$ cat config.mk
export PLATFORM = sky130hd
export DESIGN_NAME = urx_receive_path
export DESIGN_NICKNAME = d
export VERILOG_FILES = /design/src/hdl/urx_pkg.sv /design/src/hdl/urx_receive_path.sv
export SDC_FILE = /design/constraint.sdc
export NUM_CORES = 1
export LEC_CHECK = 0
export BUFFER_PORTS_ARGS = -buffer_cell sky130_fd_sc_hd__buf_4
export CORE_MARGIN = 2
export CORE_UTILIZATION = 37
export CTS_CLUSTER_SIZE = 28
export DETAILED_ROUTE_END_ITERATION = 10
export PLACE_DENSITY = 0.55
export REMOVE_ABC_BUFFERS = 1
export SYNTH_ARGS = -nofsm -noshare
export SYNTH_HDL_FRONTEND = slang
export SYNTH_SLANG_ARGS = --single-unit
$ cat constraint.sdc
create_clock -name CLK_I -period 4 [get_ports CLK_I]
set_input_delay 0.8 -clock CLK_I [delete_from_list [all_inputs] [get_ports CLK_I]]
set_output_delay 0.8 -clock CLK_I [all_outputs]
set_load 0.01 [all_outputs]
$ cat src/hdl/urx_pkg.sv
// Constants shared by the UART receive path.
// Assumes a single 100 MHz system clock and a synchronous active-low reset.
package urx_pkg;
   // ****************************************************************
   // Oversampling and framing
   // ****************************************************************
   localparam int unsigned OVS_RATE      = 16;   // Receive clocks per bit
   localparam int unsigned OVS_MID       = 8;    // Start bit confirm point
   localparam int unsigned FILT_LEN      = 2;    // Glitch reject length
   localparam int unsigned FIFO_DEPTH    = 16;
   localparam int unsigned TMO_CHARS     = 4;    // Character times to timeout
   localparam logic [15:0] DIV_RST       = 16'h0001;
   localparam logic [7:0]  DATA_RST      = 8'h00;
   // ****************************************************************
   // Field encodings
   // ****************************************************************
   localparam logic [1:0]  WLEN_5        = 2'h0;
   localparam logic [1:0]  WLEN_8        = 2'h3;
   localparam logic [1:0]  TRIG_1        = 2'h0;
   localparam logic [1:0]  TRIG_4        = 2'h1;
   localparam logic [1:0]  TRIG_8        = 2'h2;
   localparam logic [1:0]  TRIG_14       = 2'h3;
   localparam logic [4:0]  TRIG_LVL_1    = 5'h01;
   localparam logic [4:0]  TRIG_LVL_4    = 5'h04;
   localparam logic [4:0]  TRIG_LVL_8    = 5'h08;
   localparam logic [4:0]  TRIG_LVL_14   = 5'h0e;
   typedef enum logic [2:0] {
      URX_IDLE   = 3'b000,
      URX_START  = 3'b001,
      URX_DATA   = 3'b010,
      URX_PARITY = 3'b011,
      URX_STOP   = 3'b100
   } urx_state_e;
endpackage

$ cat src/hdl/urx_receive_path.sv
// UART receive path: baud generator, glitch filter, deserialiser, FIFO.
// Assumes the serial line is asynchronous and the reader is on CLK_I.
`timescale 1ns/1ns
module urx_receive_path #(
   parameter int unsigned DEPTH = urx_pkg::FIFO_DEPTH
) (
   input  wire logic        CLK_I,
   input  wire logic        RST_N_I,
   input  wire logic        RXD_I,
   input  wire logic [15:0] DIVISOR_I,
   input  wire logic [1:0]  WORD_LEN_I,
   input  wire logic [1:0]  STOP_SEL_I,
   input  wire logic        PAR_EN_I,
   input  wire logic        PAR_EVEN_I,
   input  wire logic        PAR_STICK_I,
   input  wire logic        FIFO_EN_I,
   input  wire logic [1:0]  TRIG_SEL_I,
   input  wire logic        FIFO_RST_I,
   input  wire logic        RDA_IE_I,
   input  wire logic        LSR_IE_I,
   input  wire logic        RD_I,
   input  wire logic        ERR_CLR_I,
   output logic      [7:0]  DATA_O,
   output logic             DATA_RDY_O,
   output logic             OVERRUN_O,
   output logic             PAR_ERR_O,
   output logic             FRM_ERR_O,
   output logic             TIMEOUT_O,
   output logic      [4:0]  FILL_O,
   output logic             RDA_IRQ_O,
   output logic             LSR_IRQ_O
);
   // Pointers and the fill count are sized for sixteen entries only
   if (DEPTH != 16) begin
      $error("DEPTH must be 16");
   end

   // ****************************************************************
   // Line synchroniser and baud generator
   // ****************************************************************
   logic        rx_s1_r, rx_s2_r;
   logic [15:0] div_cnt_r;
   logic        rclk_en;
   always_ff @(posedge CLK_I) begin
      if (!RST_N_I) begin
         rx_s1_r <= 1'b1;
         rx_s2_r <= 1'b1;
      end else begin
         rx_s1_r <= RXD_I;
         rx_s2_r <= rx_s1_r;
      end
   end
   // Divisor 0 is treated as 1 so the receive clock never stops
   always_ff @(posedge CLK_I) begin
      if (!RST_N_I)
         div_cnt_r <= urx_pkg::DIV_RST;
      else if (div_cnt_r <= 16'h0001)
         div_cnt_r <= DIVISOR_I;
      else
         div_cnt_r <= div_cnt_r - 16'h0001;
   end
   assign rclk_en = (div_cnt_r <= 16'h0001);

   // ****************************************************************
   // Glitch filter
   // ****************************************************************
   // A new level must be seen on three receive clocks in a row, so no pulse under three passes
   logic       rx_f_r;
   logic [1:0] flt_cnt_r;
   always_ff @(posedge CLK_I) begin
      if (!RST_N_I) begin
         rx_f_r    <= 1'b1;
         flt_cnt_r <= 2'h0;
      end else if (rclk_en) begin
         if (rx_s2_r == rx_f_r)
            flt_cnt_r <= 2'h0;
         else if (flt_cnt_r == 2'(urx_pkg::FILT_LEN)) begin
            rx_f_r    <= rx_s2_r;
            flt_cnt_r <= 2'h0;
         end else
            flt_cnt_r <= flt_cnt_r + 2'h1;
      end
   end

   // ****************************************************************
   // Deserialiser
   // ****************************************************************
   urx_pkg::urx_state_e st_r;
   logic [3:0] ovs_r;
   logic [2:0] bit_r;
   logic [7:0] shf_r;
   logic       par_r;
   logic       stop2_r;
   logic       done_r;
   logic       pe_nxt, fe_nxt;
   logic [7:0] char_r;
   logic       pe_r, fe_r;
   logic       bit_tick;
   logic       par_exp;
   logic [2:0] last_bit;
   assign bit_tick = rclk_en && (ovs_r == 4'(urx_pkg::OVS_RATE - 1));
   assign last_bit = 3'(WORD_LEN_I) + 3'h4;
   // Expected parity over received bits, sticky forces a constant
   always_comb begin
      if (PAR_STICK_I)
         par_exp = ~PAR_EVEN_I;
      else
         par_exp = par_r ^ ~PAR_EVEN_I;
   end
   always_ff @(posedge CLK_I) begin
      if (!RST_N_I) begin
         st_r    <= urx_pkg::URX_IDLE;
         ovs_r   <= 4'h0;
         bit_r   <= 3'h0;
         shf_r   <= urx_pkg::DATA_RST;
         par_r   <= 1'b0;
         stop2_r <= 1'b0;
         done_r  <= 1'b0;
         char_r  <= urx_pkg::DATA_RST;
         pe_r    <= 1'b0;
         fe_r    <= 1'b0;
      end else begin
         done_r <= 1'b0;
         if (rclk_en) begin
            case (st_r)
               urx_pkg::URX_IDLE: begin
                  ovs_r <= 4'h0;
                  if (!rx_f_r)
                     st_r <= urx_pkg::URX_START;
               end
               urx_pkg::URX_START: begin
                  ovs_r <= ovs_r + 4'h1;
                  if (ovs_r == 4'(urx_pkg::OVS_MID - 1)) begin
                     ovs_r <= 4'h0;
                     bit_r <= 3'h0;
                     par_r <= 1'b0;
                     shf_r <= 8'h00;
                     pe_r  <= 1'b0;
                     fe_r  <= 1'b0;
                     st_r  <= rx_f_r ? urx_pkg::URX_IDLE : urx_pkg::URX_DATA;
                  end
               end
               urx_pkg::URX_DATA: begin
                  ovs_r <= ovs_r + 4'h1;
                  if (bit_tick) begin
                     shf_r[bit_r] <= rx_f_r;
                     par_r        <= par_r ^ rx_f_r;
                     bit_r        <= bit_r + 3'h1;
                     if (bit_r == last_bit)
                        st_r <= PAR_EN_I ? urx_pkg::URX_PARITY : urx_pkg::URX_STOP;
                  end
               end
               urx_pkg::URX_PARITY: begin
                  ovs_r <= ovs_r + 4'h1;
                  if (bit_tick) begin
                     pe_r <= (rx_f_r != par_exp);
                     st_r <= urx_pkg::URX_STOP;
                  end
               end
               urx_pkg::URX_STOP: begin
                  ovs_r <= ovs_r + 4'h1;
                  if (bit_tick) begin
                     if (!rx_f_r)
                        fe_r <= 1'b1;
                     // A second stop bit is checked only for two-stop framing
                     if (STOP_SEL_I != 2'h0 && WORD_LEN_I != urx_pkg::WLEN_5
                         && !stop2_r && rx_f_r)
                        stop2_r <= 1'b1;
                     else begin
                        stop2_r <= 1'b0;
                        char_r  <= shf_r;
                        done_r  <= 1'b1;
                        st_r    <= urx_pkg::URX_IDLE;
                     end
                  end
               end
               default: st_r <= urx_pkg::URX_IDLE;
            endcase
         end
      end
   end
   // Per-frame error bits are cleared at start confirm and reported with done
   assign pe_nxt = pe_r && done_r;
   assign fe_nxt = fe_r && done_r;

   // ****************************************************************
   // Holding register / FIFO
   // ****************************************************************
   logic [7:0] mem_r [DEPTH];
   logic [3:0] wp_r, rp_r;
   logic [4:0] cnt_r;
   logic       wr, rd, full, fen_r, fifo_clr;
   assign full = FIFO_EN_I ? (cnt_r == 5'(DEPTH)) : (cnt_r != 5'h0);
   assign wr   = done_r && !full;
   assign rd   = RD_I && (cnt_r != 5'h0);
   // A change of mode empties the store, so the holding register never keeps a deep fill
   always_ff @(posedge CLK_I) begin
      if (!RST_N_I)
         fen_r <= 1'b0;
      else
         fen_r <= FIFO_EN_I;
   end
   assign fifo_clr = FIFO_RST_I || (FIFO_EN_I != fen_r);
   always_ff @(posedge CLK_I) begin
      if (!RST_N_I || fifo_clr) begin
         wp_r  <= 4'h0;
         rp_r  <= 4'h0;
         cnt_r <= 5'h0;
      end else begin
         if (wr) begin
            mem_r[wp_r] <= char_r;
            wp_r        <= wp_r + 4'h1;
         end
         if (rd)
            rp_r <= rp_r + 4'h1;
         cnt_r <= cnt_r + 5'(wr) - 5'(rd);
      end
   end
   always_ff @(posedge CLK_I) begin
      if (!RST_N_I)
         DATA_O <= urx_pkg::DATA_RST;
      else
         DATA_O <= (cnt_r != 5'h0) ? mem_r[rp_r] : urx_pkg::DATA_RST;
   end
   assign DATA_RDY_O = (cnt_r != 5'h0);
   assign FILL_O     = cnt_r;

   // ****************************************************************
   // Line status: set wins over clear
   // ****************************************************************
   always_ff @(posedge CLK_I) begin
      if (!RST_N_I) begin
         OVERRUN_O <= 1'b0;
         PAR_ERR_O <= 1'b0;
         FRM_ERR_O <= 1'b0;
      end else begin
         OVERRUN_O <= (done_r && full) || (OVERRUN_O && !ERR_CLR_I);
         PAR_ERR_O <= pe_nxt || (PAR_ERR_O && !ERR_CLR_I);
         FRM_ERR_O <= fe_nxt || (FRM_ERR_O && !ERR_CLR_I);
      end
   end

   // ****************************************************************
   // Trigger level and character timeout
   // ****************************************************************
   logic [4:0]  trig_lvl;
   logic [26:0] tmo_cnt_r;
   logic [26:0] tmo_lim;
   always_comb begin
      case (TRIG_SEL_I)
         urx_pkg::TRIG_1:  trig_lvl = urx_pkg::TRIG_LVL_1;
         urx_pkg::TRIG_4:  trig_lvl = urx_pkg::TRIG_LVL_4;
         urx_pkg::TRIG_8:  trig_lvl = urx_pkg::TRIG_LVL_8;
         default:          trig_lvl = urx_pkg::TRIG_LVL_14;
      endcase
   end
   // Four characters of twelve bit times, counted in receive clocks
   assign tmo_lim = 27'(urx_pkg::TMO_CHARS * 12 * urx_pkg::OVS_RATE);
   always_ff @(posedge CLK_I) begin
      if (!RST_N_I || !FIFO_EN_I || cnt_r == 5'h0 || done_r || RD_I) begin
         tmo_cnt_r <= 27'h0;
         TIMEOUT_O <= 1'b0;
      end else if (rclk_en) begin
         if (tmo_cnt_r == tmo_lim - 27'h1)
            TIMEOUT_O <= 1'b1;
         else
            tmo_cnt_r <= tmo_cnt_r + 27'h1;
      end
   end
   assign RDA_IRQ_O = RDA_IE_I && (FIFO_EN_I ? (cnt_r >= trig_lvl || TIMEOUT_O)
                                             : (cnt_r != 5'h0));
   assign LSR_IRQ_O = LSR_IE_I && (OVERRUN_O || PAR_ERR_O || FRM_ERR_O);

   // Separate tally of equal line samples, so the filter is judged by other logic
   logic       smp_prev_r;
   logic [1:0] smp_run_r;
   always_ff @(posedge CLK_I) begin
      if (!RST_N_I) begin
         smp_prev_r <= 1'b1;
         smp_run_r  <= 2'h0;
      end else if (rclk_en) begin
         smp_prev_r <= rx_s2_r;
         smp_run_r  <= (rx_s2_r != smp_prev_r) ? 2'h0 : smp_run_r + {1'b0, smp_run_r != 2'h3};
      end
   end
endmodule

==> key figures <==
Layout
  – Layout cells sized above 1: 18.09%
  – Inserted Diodes: 0
  – NumNets Final: 925
  – Area Overhead vs Synth: 15.54%

CTS
  – H-tree levels: 1
  – Clock Tree Buf Depth: 3
  – Clk slew on worst S/H paths: 0.06 ns
  – Hold Buf Count CTS: 0
  – TritonCTS clock tree: yes
  – Post-CTS Resized: 0
  – Cts bufs inserted: 26
  – Root buf cell: clkbuf_16
  – Worst-skew pair later-pin latency: 0.52 ns
  – Clock sinks: 233
  – # Post-CTS Setup Buffers: 0

Detailed routing
  – Drt total wl: 21.52 mm
  – DRT iter0 DRCs: 491
  – Routed len/inst: 17.48 um
  – Final ANT Viol Nets: 0
  – First-pass DRT Iterations: 4
  – DRC Markers: 0
  – Vias per cell: 5.258
  – Vias: 6473

Timing
  – Fin crit period: 3.032 ns
  – Total Neg Setup Slack: 0 ns
  – Slew of the pin with the lowest slew margin: 1.166 ns
  – RSZ-0062 raised after global routing: no
  – Relative slew slack: 22.16%
  – Setup violations, final: 0
  – Final worst-path cycle share: 75.81%
  – Final Hold Viols: 0
  – Clock Skews: 0.01587 ns
  – Fmax: 329.8 MHz
  – Fin. max-slew vios: 0

Power
  – Seq pwr share: 45.2%
  – Sw Ratio: 27.26%
  – Peak supply drop: 0.3454 mV
  – Leakage power: 0.004132 uW
  – Logic pwr share: 16.1%
  – Sw power: 1605 uW
  – PD cells: 497.9 nW/um^2
  – Int Pwr: 4283 uW
  – Clock Power Share: 38.7%
  – Overall power: 5888 uW

Status
  – Status: finished clean

Global route
  – Initial antenna violation count: 0
  – Vias in the first global route: 6328
  – Remaining Overflow, GRT: 0
  – Largest net degree at the start of global routing: 51
  – GRT Total Usage: 15.18%
  – First-pass GRT wire length: 34.78 mm

Place
  – Detailed Place HPWL: 14.93 mm
  – RD Place Congestion: 0.8135
  – Port Buffers: 53

Synthesis
  – Mapped Cells: 819
  – Synth unique cells: 62
  – Netlist Area Pre-Place: 10240 sq um
  – Yosys top cell by area: edfxtp_1
  – Post-synth top cells: edfxtp_1 (128), dfxtp_1 (105), nand2_1 (65), nor2_1 (54), mux4_2 (40)
  – Seq cells post-synth: 233
  – Sequential area share after synthesis: 58.09%
  – Area contributors post-synth: edfxtp_1 (38%), dfxtp_1 (21%), mux4_2 (8.8%), ha_1 (2.4%), nand2_1 (2.4%)
  – Top_reg_cell synth: edfxtp_1
  – Most numerous cell in the Yosys netlist: edfxtp_1
  – Ys Warns: 0
  – Synth async-reset ratio: 0%
  – Syn Area/Cell: 12.50 sq um
  – EDFF count, synth: 128
  – Area share of the largest cell type after synthesis: 37.55%

Die
  – Site Rows: 60
  – Die Area: 29010 sq um
  – Width of the die: 170.3 um
  – Initial Util: 37.87%
  – Die H: 170.3 um
  – Placeable Area: 27030 sq um
  – I/O Pins: 54

Setup path
  – Startpoint types: flip-flop
  – Critical Path RT: 4.45 ns
  – Setup CP Type: flip-flop to flip-flop
  – Worst Path Arrival: 3.48 ns
  – Worst Setup End Kind: flip-flop
  – Max FO, Critical Path: 4

Flow run
  – MaxCap Viol Count: 0

Hold path
  – HP Class: flip-flop to flip-flop
==> through the flow <==
step                utilization (%)  setup slack [ns]  cell area (sq um)  instances  hold WS, ns
CTS                           43.76            0.9507              11830       1231       0.4206
global route                  43.76            0.7078              11830       1231       0.4446
detailed placement            40.72            0.9677              11000       1183       0.4067
floorplan                         -             1.010              10060        774       0.3863
global placement              40.72             1.039              11000       1183       0.4043
finish                        43.76            0.9676              11830       1231       0.4136
==> cell usage in the layout (no fill, tap or decap), drive strengths merged, types with 5 or more instances in the layout <==
| cell type | count |
|---|---|
| ha | 20 |
| a21boi | 6 |
| a21oi | 27 |
| o211a | 13 |
| nand2b | 9 |
| and2 | 5 |
| nand3 | 21 |
| nand4 | 16 |
| nor2 | 54 |
| nand2 | 65 |
| o211ai | 5 |
| mux2i | 22 |
| or4 | 17 |
| nor4 | 24 |
| edfxtp | 128 |
| clkbuf | 30 |
| nor2b | 24 |
| o31ai | 6 |
| nor3 | 17 |
| xor2 | 17 |
| buf | 68 |
| mux4 | 40 |
| or3 | 13 |
| clkinv | 15 |
| xnor2 | 22 |
| inv | 26 |
| dfxtp | 105 |
| o21ai | 21 |
==> path summary, 6_finish.rpt <==
path                            startpoint         to  slack, ns  cells after the start
worst min-delay path               rx_s1_r    rx_s2_r       0.41                      1
worst max register to register   FILL_O[2]  FILL_O[4]       0.97                     15
worst max-delay path             FILL_O[2]  FILL_O[4]       0.97                     15
worst min register to register     rx_s1_r    rx_s2_r       0.41                      1
==> cell type report <==
type,instances,area (sq um)
fill,2509,15200
sequential,233,5947
multi-input combinational,515,4023
clock buffer,30,686.9
timing repair buffer,68,510.5
tap,341,426.7
clock inverter,18,135.1
inverter,26,97.59
==> critical path, cell delays in order (launching register included) <==
cell and delay [ns]:
dfxtp_1 0.34, inv_1 0.09, ha_1 0.16, or3b_2 0.47, mux2i_1 0.26, nand2_1 0.15, ha_1 0.30, inv_1 0.03
ha_1 0.18, inv_1 0.07, fa_1 0.20, inv_1 0.05, a21oi_1 0.12, nor2_1 0.06, or3_1 0.34, a21oi_1 0.15
==> cells by family after synthesis <==
kind of cell | share of synthesized area, %
compound gates | 6.698
xor+xnor | 3.337
fa+ha+maj | 2.738
buf+inv | 2.689
flops | 58.09
mux | 10.95
simple gates | 15.50
==> power by group through the flow <==
stage / clock network (uW) / registers (uW) / logic (uW)
finish: 2280 / 2660 / 946
floorplan: 0 / 2690 / 660
detailed placement: 0 / 2710 / 958
global route: 2430 / 2670 / 1050
global placement: 0 / 2710 / 951
CTS: 2340 / 2660 / 965
==> registers in the layout, indices dropped and copies added (netlist names), 2 cells and up <==
register   cells
rp_r           4
DATA_O         8
st_r           3
char_r         8
ovs_r          4
FILL_O         5
wp_r           4
mem_r        128
shf_r          8
bit_r          3
tmo_cnt_r     27
flt_cnt_r      2
div_cnt_r     16
==> routing by layer <==
metal | wire length, um | part of all wire, % | GRT usage [%] | vias to the layer above
met4 | 397 | 1.8 | 3.530 | 0
met5 | 0 | 0 | 0 | -
met2 | 10560 | 49 | 26.19 | 96
li1 | - | - | - | 3176
met1 | 9870 | 46 | 20.26 | 3171
met3 | 694 | 3.2 | 2.140 | 30
Note: power is estimated with default switching activity, not from simulation.
